`src/logic/slc_pkg.sv`:
```
// Shared constants and types of the softload command engine
package slc_pkg;

  // ----------------------------------------------------------------
  // Timing
  // ----------------------------------------------------------------
  localparam int unsigned CLK_HZ         = 10_000_000;
  localparam int unsigned START_WAIT_S   = 120;
  localparam int unsigned START_WAIT_CYC = START_WAIT_S * CLK_HZ;
  localparam int unsigned REINIT_S       = 10;
  localparam int unsigned REINIT_CYC     = REINIT_S * CLK_HZ;
  localparam int unsigned G_GAP_MS       = 1000;
  localparam int unsigned G_GAP_CYC      = G_GAP_MS * (CLK_HZ / 1000);
  localparam int unsigned TMR_W          = 31;
  localparam int unsigned GAP_W          = 24;

  // ----------------------------------------------------------------
  // Stream bytes and counts
  // ----------------------------------------------------------------
  localparam logic [7:0]  CAN_BYTE     = 8'h18;
  localparam logic [7:0]  G_BYTE       = 8'h47;
  localparam logic [3:0]  CAN_SERIES   = 4'h8;
  localparam logic [1:0]  HOST_CAN_MIN = 2'h2;

  // ----------------------------------------------------------------
  // Result codes
  // ----------------------------------------------------------------
  localparam logic [7:0] RES_NONE       = 8'h00;
  localparam logic [7:0] RES_DONE       = 8'h10;
  localparam logic [7:0] RES_BAD_PW     = 8'h80;
  localparam logic [7:0] RES_START_TO   = 8'hc1;
  localparam logic [7:0] RES_CAN_RX     = 8'hc8;
  localparam logic [7:0] RES_ALT_BAD    = 8'h74;
  localparam logic [7:0] RES_OTHER_PORT = 8'h79;
  localparam logic [7:0] RES_COPY_FAIL  = 8'h7a;

  // ----------------------------------------------------------------
  // Enumerations
  // ----------------------------------------------------------------
  typedef enum logic [1:0] {CMD_QUERY, CMD_DOWNLOAD, CMD_COPY, CMD_SWAP} slc_cmd_t;
  typedef enum logic [2:0] {MSG_OK, MSG_ERROR, MSG_READY, MSG_BANNER, MSG_VERSION} slc_msg_t;
  typedef enum logic [2:0] {FOP_NONE, FOP_ERASE, FOP_COPY, FOP_VERIFY, FOP_CHECK} slc_fop_t;
  typedef enum logic [3:0] {
    ST_IDLE, ST_DL_ERASE, ST_DL_WAIT_G, ST_DL_XFER, ST_DL_VERIFY, ST_DL_CANCEL,
    ST_CP_ERASE, ST_CP_PROG, ST_CP_VERIFY, ST_SW_CHECK, ST_SW_REINIT
  } slc_state_t;

endpackage

```
`src/logic/slc_timer.sv`:
```
// Loadable down-counter that pulses once on expiry
module slc_timer #(
  parameter int unsigned WIDTH = 31
) (
  input  wire logic             clock_in,
  input  wire logic             rst_in,
  input  wire logic             clk_en_in,
  input  wire logic             load_in,
  input  wire logic             stop_in,
  input  wire logic [WIDTH-1:0] value_in,
  output logic                  expired_out
);

  typedef struct packed {
    logic             run;
    logic [WIDTH-1:0] cnt;
    logic             expired;
  } slc_tmr_t;

  slc_tmr_t s;
  slc_tmr_t n;

  if (WIDTH < 2 || WIDTH > 32) begin : g_bad_width
    $error("slc_timer: WIDTH out of range");
  end

  always_comb begin
    n = s;
    n.expired = 1'b0;
    if (load_in) begin
      n.run = (value_in != '0);
      n.cnt = value_in;
    end else if (stop_in) begin
      n.run = 1'b0;
    end else if (s.run) begin
      if (s.cnt <= WIDTH'(1)) begin
        n.run = 1'b0;
        n.expired = 1'b1;
      end
      n.cnt = s.cnt - WIDTH'(1);
    end
  end

  always_ff @(posedge clock_in or posedge rst_in) begin
    if (rst_in) begin
      s <= '0;
    end else if (clk_en_in) begin
      s <= n;
    end
  end

  assign expired_out = s.expired;

endmodule

```
`src/logic/slc_engine.sv`:
```
// Softload command engine: query, download, copy and swap handling
module slc_engine
  import slc_pkg::*;
#(
  parameter int unsigned START_WAIT   = slc_pkg::START_WAIT_CYC,
  parameter int unsigned REINIT_WAIT  = slc_pkg::REINIT_CYC,
  parameter int unsigned G_GAP        = slc_pkg::G_GAP_CYC,
  parameter logic [31:0] PRODUCT_CODE = 32'h0000_1234
) (
  input  wire logic              clock_in,
  input  wire logic              rst_in,
  input  wire logic              clk_en_in,
  input  wire logic              feature_present_in,
  input  wire logic              other_port_busy_in,
  input  wire logic              cmd_valid_in,
  input  wire slc_pkg::slc_cmd_t cmd_op_in,
  input  wire logic              pw_match_in,
  input  wire logic              rx_valid_in,
  input  wire logic [7:0]        rx_byte_in,
  input  wire logic              frame_gap_in,
  input  wire logic              frame_seen_in,
  input  wire logic              xfer_done_in,
  input  wire logic              xfer_err_in,
  input  wire logic [7:0]        xfer_code_in,
  input  wire logic              flash_done_in,
  input  wire logic              flash_err_in,
  input  wire logic [7:0]        flash_code_in,
  input  wire logic              flash_busy_in,
  input  wire logic [7:0]        ver_set0_in,
  input  wire logic [7:0]        ver_set1_in,
  input  wire logic              nvm_sel_in,
  input  wire logic [1:0]        set_valid_in,
  input  wire logic              tx_ready_in,
  output logic                   msg_valid_out,
  output slc_pkg::slc_msg_t      msg_out,
  output logic [31:0]            product_code_out,
  output logic [7:0]             act_ver_out,
  output logic [7:0]             alt_ver_out,
  output logic                   act_invalid_out,
  output logic                   alt_invalid_out,
  output logic                   tx_valid_out,
  output logic [7:0]             tx_byte_out,
  output logic                   flow_hold_out,
  output logic                   flash_req_out,
  output slc_pkg::slc_fop_t      flash_op_out,
  output logic                   nvm_wr_out,
  output logic                   active_sel_out,
  output logic                   sys_reset_out,
  output logic                   busy_out,
  output logic [7:0]             result_code_out
);

  import slc_pkg::*;

  if (START_WAIT < 1 || REINIT_WAIT < 1 || START_WAIT >= 2 ** TMR_W
      || REINIT_WAIT >= 2 ** TMR_W || G_GAP < 1 || G_GAP > 2 ** GAP_W) begin : g_bad_param
    $error("slc_engine: timing parameter out of range");
  end

  typedef struct packed {
    slc_state_t       st;
    logic [GAP_W-1:0] gap;
    logic [3:0]       cans;
    logic [1:0]       host_can;
    logic             init_done;
    logic             act_sel;
    logic [1:0]       valid;
    logic             msg_valid;
    slc_msg_t         msg;
    logic [31:0]      product;
    logic [7:0]       act_ver;
    logic [7:0]       alt_ver;
    logic             act_invalid;
    logic             alt_invalid;
    logic             tx_valid;
    logic [7:0]       tx_byte;
    logic             flow_hold;
    logic             flash_req;
    slc_fop_t         flash_op;
    logic             nvm_wr;
    logic             sys_reset;
    logic             busy;
    logic [7:0]       result;
  } slc_eng_t;

  slc_eng_t         s;
  slc_eng_t         n;
  logic             alt_sel;
  logic             t_load;
  logic             t_stop;
  logic [TMR_W-1:0] t_val;
  logic             t_exp;

  function automatic logic [7:0] ver_of(input logic sel, input logic [7:0] v0,
                                        input logic [7:0] v1);
    ver_of = sel ? v1 : v0;
  endfunction

  assign alt_sel = ~s.act_sel;

  slc_timer #(.WIDTH(TMR_W)) u_timer (
    .clock_in    (clock_in),
    .rst_in      (rst_in),
    .clk_en_in   (clk_en_in),
    .load_in     (t_load),
    .stop_in     (t_stop),
    .value_in    (t_val),
    .expired_out (t_exp)
  );

  // ----------------------------------------------------------------
  // Command sequencing
  // ----------------------------------------------------------------
  always_comb begin
    n = s;
    n.msg_valid = 1'b0;
    n.nvm_wr = 1'b0;
    n.product = PRODUCT_CODE;
    t_load = 1'b0;
    t_stop = 1'b0;
    t_val = TMR_W'(START_WAIT);
    if (s.tx_valid && tx_ready_in) begin
      n.tx_valid = 1'b0;
    end
    if (!s.init_done) begin
      n.init_done = 1'b1;
      n.act_sel = nvm_sel_in;
      n.valid = set_valid_in;
    end
    unique case (s.st)
      ST_IDLE: begin
        if (cmd_valid_in && s.init_done) begin
          n.msg_valid = 1'b1;
          n.msg = MSG_ERROR;
          if (!feature_present_in) begin
            n.msg = MSG_ERROR;
          end else if (cmd_op_in == CMD_QUERY) begin
            n.msg = MSG_VERSION;
          end else if (!pw_match_in) begin
            n.result = RES_BAD_PW;
          end else if (other_port_busy_in && cmd_op_in != CMD_SWAP) begin
            n.result = RES_OTHER_PORT;
          end else if (cmd_op_in == CMD_DOWNLOAD) begin
            n.msg = MSG_BANNER;
            n.st = ST_DL_ERASE;
            n.flash_req = 1'b1;
            n.flash_op = FOP_ERASE;
          end else if (cmd_op_in == CMD_COPY) begin
            n.msg_valid = 1'b0;
            n.st = ST_CP_ERASE;
            n.flash_req = 1'b1;
            n.flash_op = FOP_ERASE;
          end else if (!s.valid[alt_sel]) begin
            n.result = RES_ALT_BAD;
          end else begin
            n.msg_valid = 1'b0;
            n.st = ST_SW_CHECK;
            n.flash_req = 1'b1;
            n.flash_op = FOP_CHECK;
          end
        end
      end
      ST_DL_ERASE: begin
        if (flash_done_in) begin
          n.flash_req = 1'b0;
          n.msg_valid = 1'b1;
          if (flash_err_in) begin
            n.msg = MSG_ERROR;
            n.result = flash_code_in;
            n.valid[alt_sel] = 1'b0;
            n.st = ST_IDLE;
          end else begin
            n.msg = MSG_READY;
            n.st = ST_DL_WAIT_G;
            n.gap = '0;
            n.valid[alt_sel] = 1'b0;
            t_load = 1'b1;
          end
        end
      end
      ST_DL_WAIT_G: begin
        if (s.gap != '0) begin
          n.gap = s.gap - GAP_W'(1);
        end else if (!n.tx_valid) begin
          n.tx_valid = 1'b1;
          n.tx_byte = G_BYTE;
          n.gap = GAP_W'(G_GAP - 1);
        end
        if (frame_seen_in) begin
          t_stop = 1'b1;
          n.host_can = '0;
          n.st = ST_DL_XFER;
        end else if (t_exp) begin
          n.result = RES_START_TO;
          n.cans = CAN_SERIES;
          n.st = ST_DL_CANCEL;
        end
      end
      ST_DL_XFER: begin
        if (rx_valid_in && frame_gap_in) begin
          n.host_can = (rx_byte_in == CAN_BYTE) ? s.host_can + 2'h1 : 2'h0;
        end
        if (xfer_err_in) begin
          n.result = xfer_code_in;
          n.cans = CAN_SERIES;
          n.st = ST_DL_CANCEL;
        end else if (n.host_can >= HOST_CAN_MIN) begin
          n.result = RES_CAN_RX;
          n.cans = CAN_SERIES;
          n.st = ST_DL_CANCEL;
        end else if (xfer_done_in) begin
          n.st = ST_DL_VERIFY;
          n.flash_req = 1'b1;
          n.flash_op = FOP_VERIFY;
        end
      end
      ST_DL_VERIFY, ST_CP_VERIFY: begin
        if (flash_done_in) begin
          n.flash_req = 1'b0;
          n.msg_valid = 1'b1;
          n.st = ST_IDLE;
          n.msg = flash_err_in ? MSG_ERROR : MSG_OK;
          n.result = flash_err_in ? flash_code_in : RES_DONE;
          n.valid[alt_sel] = !flash_err_in;
        end
      end
      ST_DL_CANCEL: begin
        n.valid[alt_sel] = 1'b0;
        if (!n.tx_valid) begin
          if (s.cans != '0) begin
            n.tx_valid = 1'b1;
            n.tx_byte = CAN_BYTE;
            n.cans = s.cans - 4'h1;
          end else begin
            n.msg_valid = 1'b1;
            n.msg = MSG_ERROR;
            n.st = ST_IDLE;
          end
        end
      end
      ST_CP_ERASE, ST_CP_PROG: begin
        if (flash_done_in) begin
          n.flash_req = 1'b1;
          if (flash_err_in) begin
            n.flash_req = 1'b0;
            n.msg_valid = 1'b1;
            n.msg = MSG_ERROR;
            n.result = (s.st == ST_CP_PROG) ? RES_COPY_FAIL : flash_code_in;
            n.valid[alt_sel] = 1'b0;
            n.st = ST_IDLE;
          end else if (s.st == ST_CP_ERASE) begin
            n.flash_op = FOP_COPY;
            n.valid[alt_sel] = 1'b0;
            n.st = ST_CP_PROG;
          end else begin
            n.flash_op = FOP_VERIFY;
            n.st = ST_CP_VERIFY;
          end
        end
      end
      ST_SW_CHECK: begin
        if (flash_done_in) begin
          n.flash_req = 1'b0;
          n.msg_valid = 1'b1;
          if (flash_err_in) begin
            n.msg = MSG_ERROR;
            n.result = flash_code_in;
            n.valid[alt_sel] = 1'b0;
            n.st = ST_IDLE;
          end else begin
            n.msg = MSG_OK;
            n.act_sel = alt_sel;
            n.nvm_wr = 1'b1;
            n.sys_reset = 1'b1;
            n.result = RES_NONE;
            t_load = 1'b1;
            t_val = TMR_W'(REINIT_WAIT);
            n.st = ST_SW_REINIT;
          end
        end
      end
      ST_SW_REINIT: begin
        if (t_exp) begin
          n.sys_reset = 1'b0;
          n.st = ST_IDLE;
        end
      end
    endcase
    if (rx_valid_in && s.st != ST_DL_WAIT_G && s.st != ST_DL_XFER && !n.tx_valid) begin
      n.tx_valid = 1'b1;
      n.tx_byte = rx_byte_in;
    end
    n.act_ver = ver_of(n.act_sel, ver_set0_in, ver_set1_in);
    n.alt_ver = ver_of(~n.act_sel, ver_set0_in, ver_set1_in);
    n.act_invalid = !n.valid[n.act_sel];
    n.alt_invalid = !n.valid[~n.act_sel];
    n.flow_hold = (n.st == ST_DL_XFER) && flash_busy_in;
    n.busy = (n.st != ST_IDLE);
  end

  always_ff @(posedge clock_in or posedge rst_in) begin
    if (rst_in) begin
      s <= '0;
    end else if (clk_en_in) begin
      s <= n;
    end
  end

  assign msg_valid_out    = s.msg_valid;
  assign msg_out          = s.msg;
  assign product_code_out = s.product;
  assign act_ver_out      = s.act_ver;
  assign alt_ver_out      = s.alt_ver;
  assign act_invalid_out  = s.act_invalid;
  assign alt_invalid_out  = s.alt_invalid;
  assign tx_valid_out     = s.tx_valid;
  assign tx_byte_out      = s.tx_byte;
  assign flow_hold_out    = s.flow_hold;
  assign flash_req_out    = s.flash_req;
  assign flash_op_out     = s.flash_op;
  assign nvm_wr_out       = s.nvm_wr;
  assign active_sel_out   = s.act_sel;
  assign sys_reset_out    = s.sys_reset;
  assign busy_out         = s.busy;
  assign result_code_out  = s.result;
endmodule

```
`config.mk`:
```
export PLATFORM = sky130hd
export DESIGN_NAME = slc_engine
export DESIGN_NICKNAME = d
export VERILOG_FILES = /design/src/logic/slc_pkg.sv /design/src/logic/slc_timer.sv /design/src/logic/slc_engine.sv
export SDC_FILE = /design/constraint.sdc
export NUM_CORES = 1
export LEC_CHECK = 0
export BUFFER_PORTS_ARGS = -buffer_cell sky130_fd_sc_hd__buf_2
export CAP_MARGIN = 20
export CORE_UTILIZATION = 50
export DETAILED_ROUTE_END_ITERATION = 16
export PLACE_DENSITY = 0.84
export SKIP_LAST_GASP = 1
export SLEW_MARGIN = 20
export SYNTH_ARGS = -nofsm -noshare
export SYNTH_HDL_FRONTEND = slang
export SYNTH_SLANG_ARGS = --single-unit
```
`constraint.sdc`:
```
create_clock -name clock_in -period 5.6 [get_ports clock_in]
set_input_delay 1.4 -clock clock_in [delete_from_list [all_inputs] [get_ports clock_in]]
set_output_delay 1.4 -clock clock_in [all_outputs]
set_load 0.02 [all_outputs]
```
# --- After elaboration in Yosys (flattened, before gate mapping) ---
# Index checks and enable logic that the tools add are counted.
word_totals:
  register_bits: 119
  latch_bits: 0
  ramBits: 0
  romBits: 0
  out_inout_bits: 80
  elab_cells: 282
  n_memories: 0
classes:
  add_sub_neg: 4
  multipliers: 0
  div_mod_pow: 0
  order_cmp: 6
  eq_ne: 53
  shift: 0
  n_mux: 146
  n_bitwise: 4
  reduce_logical: 43
op_table:
  columns: ["cell", "count"]
  rows:
  - ["8-bit 2-to-1 mux", 24]
  - ["4-bit 2-to-1 mux", 46]
  - ["31-bit 2-to-1 mux", 3]
  - ["24-bit 2-to-1 mux", 3]
  - ["32-bit 2-to-1 mux", 2]
  - ["8-bit one-hot mux with 7 select lines", 1]
  - ["2-bit inequality test (second input constant)", 24]
  - ["24-bit one-hot mux with 2 select lines", 1]
  - ["9-bit 2-to-1 mux", 4]
  - ["4-bit one-hot mux with 9 select lines", 1]
  - ["33-bit 2-to-1 mux", 1]
  - ["31-bit by 1-bit <= comparator with 1-bit output (second input constant)", 1]
  - ["31-bit nonzero test", 1]
  - ["31-bit by 1-bit subtractor with 31-bit output (second input constant)", 1]
  - ["1-bit 2-to-1 mux", 29]
  - ["28-bit 2-to-1 mux", 1]
  - ["13-bit AND reduction", 2]
  - ["2-bit 2-to-1 mux", 12]
  - ["4-bit one-hot mux with 6 select lines", 1]
  - ["24-bit nonzero test", 1]
  - ["24-bit by 1-bit subtractor with 24-bit output (second input constant)", 1]
  - ["6-bit 2-to-1 mux", 3]
  - ["3-bit inequality test (second input constant)", 6]
  - ["9-bit one-hot mux with 2 select lines", 1]
  - ["other kinds (45)", 86]

# --- Logic depth before layout (Yosys ltp) ---
depth:
  ltp_word: 14
  ltp_mapped: 10

# --- By module ---
# From an unflattened synthesis, not the netlist that was laid out.
hier_totals:
  hier_cells: 970
  area_unflattened_um2: 8284.2
by_module_without_submodules:
  columns: ["mod", "n_inst", "cells_each", "area_each_um2"]
  rows:
  - ["slc_engine", 1, 711, 6102.1]
  - ["slc_timer", 1, 259, 2182.1]

# --- Least setup slack after synthesis ---
# OpenSTA, ideal clock, no wires.
synth_timing:
  path_kind: "input -> register"
  startpoint: "input port rx_byte_in[0]"
  endpoint: "register s (netlist bit result_code_out[0])"
  setup_time_ns: 0.127
  arrival_ns: 3.167
  required_time_ns: 5.473
  slack_ns: 2.305
  stages: 7
  n_path_buf: 1
  cell_sequence: "nor4b_1 > a211oi_1 > o21ai_1 > nand3_1 > or4_1 > clkbuf_1 > mux2_1"
synth_via:
  elab_chain_len: 7
synth_lines:
  columns: ["item", "line_no", "rtl"]
  rows:
  - ["start: declaration", "slc_engine.sv:19", "input wire logic [7:0] rx_byte_in,"]
  - ["8-bit by 5-bit equality test with 1-bit output", "slc_engine.sv:201", "n.host_can = (rx_byte_in == CAN_BYTE) ? s.host_can + 2'h1 : 2'h0;"]
  - ["2-bit 2-to-1 mux", "slc_engine.sv:201", null]
  - ["2-bit 2-to-1 mux", "slc_engine.sv:200", "if (rx_valid_in && frame_gap_in) begin"]
  - ["2-bit 2-to-1 mux", "slc_engine.sv:130", "unique case (s.st)"]
  - ["2-bit greater-or-equal comparator", "slc_engine.sv:207", "end else if (n.host_can >= HOST_CAN_MIN) begin"]
  - ["3-bit inequality test (no source line)", null, null]
  - ["17-bit AND reduction (no source line)", null, null]
  - ["end signal: assignment", "slc_engine.sv:305", "s <= n;"]
  - ["end: declaration", "slc_engine.sv:86", "slc_eng_t s;"]
# Every way passes these cells. The select of a mux whose other input is x is not followed.
# A chain may end at the register's enable or synchronous reset.

# --- Worst setup path in the final report ---
layout_timing:
  startpoint: "input port clk_en_in"
  endpoint: "register s[105] in the netlist's numbering"
layout_via:
  elab_chain_len: 1
layout_lines:
  columns: ["item", "line_no", "rtl"]
  rows:
  - ["start: declaration", "slc_engine.sv:12", "input wire logic clk_en_in,"]
  - ["5-bit AND reduction (no source line)", null, null]
# Every way passes these cells.

==> results.yml <==
finish:
  final_cells: 1208
  layout_common_cells: "dfrtp_1 (118), buf_2 (113), nor2_1 (92)"
  post-route-cell-area_mm2: 0.008650
  final_common_cell: "dfrtp_1"
  diodes: 0
  synthToLayoutAreaGrowth_pct: 10.20
  nets: 1057
  utilization: 0.5669
  drive_gt1_frac: 0.1755
global_routing:
  grt_pass1_wl_mm: 33.36
  grt_use_total: 0.2559
  antenna_found_initial: 0
  grt_pass1_vias: 6760
  grt_max_degree: 74
  gr-total-overflow: 0
run_status:
  status: "complete, no violations"
clocking:
  cts.sinks: 118
  cts_tree: "done"
  clkSlewWorstSetupHoldPaths_ns: 0.05
  postCtsSetupRepairBufs: 0
  clock_latency_ns: 0.41
  max-clock-path-buffers: 2
  root_buffer: "clkbuf_16"
  numCtsBuffers: 17
  htreeDepth: 4
  cts_resized: 0
  cts_hold_buf: 0
synth:
  ys.flop_type: "dfrtp_1"
  synth-seq-cells: 118
  synth_area_leader_cell: "dfrtp_1"
  syn_area_mm2: 0.007849
  synth_compound_area_frac: 0.2335
  syn_area_per_cell_um2: 8.306
  synth_xor_area_frac: 0.005579
  synth-simple-area-share: 0.2052
  yosys-top-cells-area: "dfrtp_1 (38%), buf_4 (6.7%), a21oi_1 (5.2%), o21ai_0 (4.6%), nor2_1 (4.4%)"
  yosys_warnings: 0
  synth-seq-area-share: 0.3762
  synth_edf_count: 0
  synth_cell_types: 75
  synth_top_family_by_area: "compound AO/OA/AOI/OAI gates"
  synth_cells: 945
  synthAdderAreaFrac: 0.01594
  synthMuxAreaShare: 0.05675
  async_reset_ff_frac: 1.000
  synth_top_area_share: 0.3762
critical_path:
  path_class: "input port to flop"
  reg2reg_depth: 6
  rrSetupSlack_ns: 2.03
  required_ns: 5.93
  crit_fanout: 66
  end_kind: "flop"
  cp.arrival_ns: 4.03
  startpoint: "clk_en_in"
  timing.rr.end: "s[105]$_DFFE_PP0P_"
  worst_setup_path_start_kind: "input port"
  r2r-start: "s[116]$_DFFE_PP0P_"
flow_run:
  cap_violations: 0
timing:
  setup_tns_ns: 0
  rsz0062_at_grt: "false"
  min_period_ns: 3.696
  post-route-period-util: 0.6600
  fmax_mhz: 270.6
  setup_viol: 0
  finalMaxSlewViolations: 0
  fin_skew_ns: 0.008479
  hold_viol: 0
  tightest_slew_ns: 0.9511
  slew_headroom: 0.3570
detailed_routing:
  ant_nets: 0
  met2_length_mm: 9.451
  wl_met1_mm: 8.768
  highest_layer: "met4"
  route.detailed.wl_per_inst_um: 16.68
  drc: 0
  first_pass_iters: 5
  drtIter0Drc: 901
  routed_wl_mm: 20.15
  vias: 7443
  viasPerCell: 6.161
  wl_met3_mm: 1.733
floorplan:
  core_mm2: 0.01526
  start_util: 0.5144
  num_rows: 45
  die-area_mm2: 0.01620
  die_h_um: 127.3
  io_pins: 141
  die_x_um: 127.3
pwr:
  p_leak_uw: 0.003785
  power_density_mw_per_mm2: 518.6
  ir_drop_mv: 0.2699
min_path:
  hold_class: "flop to flop"
  worstHoldStart: "tx_byte_out[2]$_DFFE_PP0P_"
  min_path_cells: 1
  hold_path_end: "tx_byte_out[2]$_DFFE_PP0P_"
place:
  dp.cells: 1178
  dp_hpwl_mm: 13.54
  dpl-instance-area_mm2: 0.008097
  portBuffers: 113
  gp_congestion: 0.8850
==> state kept, by name, indices dropped and copies added (netlist names), 3 cells and up <==
register and count:
act_ver_out 8, alt_ver_out 8, flash_op_out 3, msg_out 3, result_code_out 8, s 36, tx_byte_out 8, u_timer.s 32
==> layer usage <==
metal / track usage / up-vias
met5: 0 / -
met4: 0.06863 / 0
met3: 0.05528 / 20
met2: 0.3970 / 388
met1: 0.3621 / 3603
li1: - / 3432
==> critical path, stage by stage <==
cell and delay, ns:
buf_2 0.09, buf_4 0.53, nand2_1 0.49, a31o_2 0.45, and2_1 0.44, or3_1 0.47
a21oi_1 0.15
==> per-stage QoR <==
step | power (uW) | hold slack (ns) | setup WS [ns]
CTS | 4444 | 0.4724 | 1.725
global placement | 3354 | 0.4544 | 1.545
detailed placement | 3401 | 0.4611 | 1.518
finish | 4485 | 0.4655 | 1.904
global route | 4777 | 0.4898 | 1.686
floorplan | 3020 | 0.4481 | 1.071
==> layout make-up <==
class / instances / area (um^2)
timing repair buffer: 118 / 603.1
inverter: 28 / 107.6
clock inverter: 4 / 45.04
sequential: 118 / 2953
clock buffer: 26 / 499.2
multi-input combinational: 703 / 4178
tap: 211 / 264.0
fill: 1369 / 6609
==> logic make-up after synthesis <==
group / count (synthesis)
XOR/XNOR: 5
adder cells (fa/ha/maj): 10
AO/OA/AOI/OAI: 293
buffers and inverters: 150
AND/OR/NAND/NOR: 326
flip-flops: 118
other: 1
multiplexers: 42
==> cells in the mapped netlist (all sizes together) (11+ instances only) <==
master,instances
o31ai,12
mux2,20
nand3,19
nand2b,11
nor2,92
mux2i,22
a21oi,81
nand2,82
inv,27
nor3,26
nor4,16
buf,74
o21ai,86
dfrtp,118
a31oi,22
clkbuf,48
==> worst max path at each step <==
stage	endpoint	slack, ns	cells past startpoint
5_1_grt	s[105]$_DFFE_PP0P_	1.69	7
3_5_place_dp	s[105]$_DFFE_PP0P_	1.52	7
6_report	s[105]$_DFFE_PP0P_	1.90	7
2_1_floorplan	act_invalid_out$_DFFE_PP0P_	1.07	1
4_1_cts	s[105]$_DFFE_PP0P_	1.73	6
3_3_place_gp	s[105]$_DFFE_PP0P_	1.54	7
==> report_power, final <==
part | switching [uW] | internal (uW) | total (uW)
Sequential | 298 | 1130 | 1430
Clock | 363 | 650 | 1010
Combinational | 1290 | 747 | 2040
Note: power is estimated with default switching activity, not from simulation.
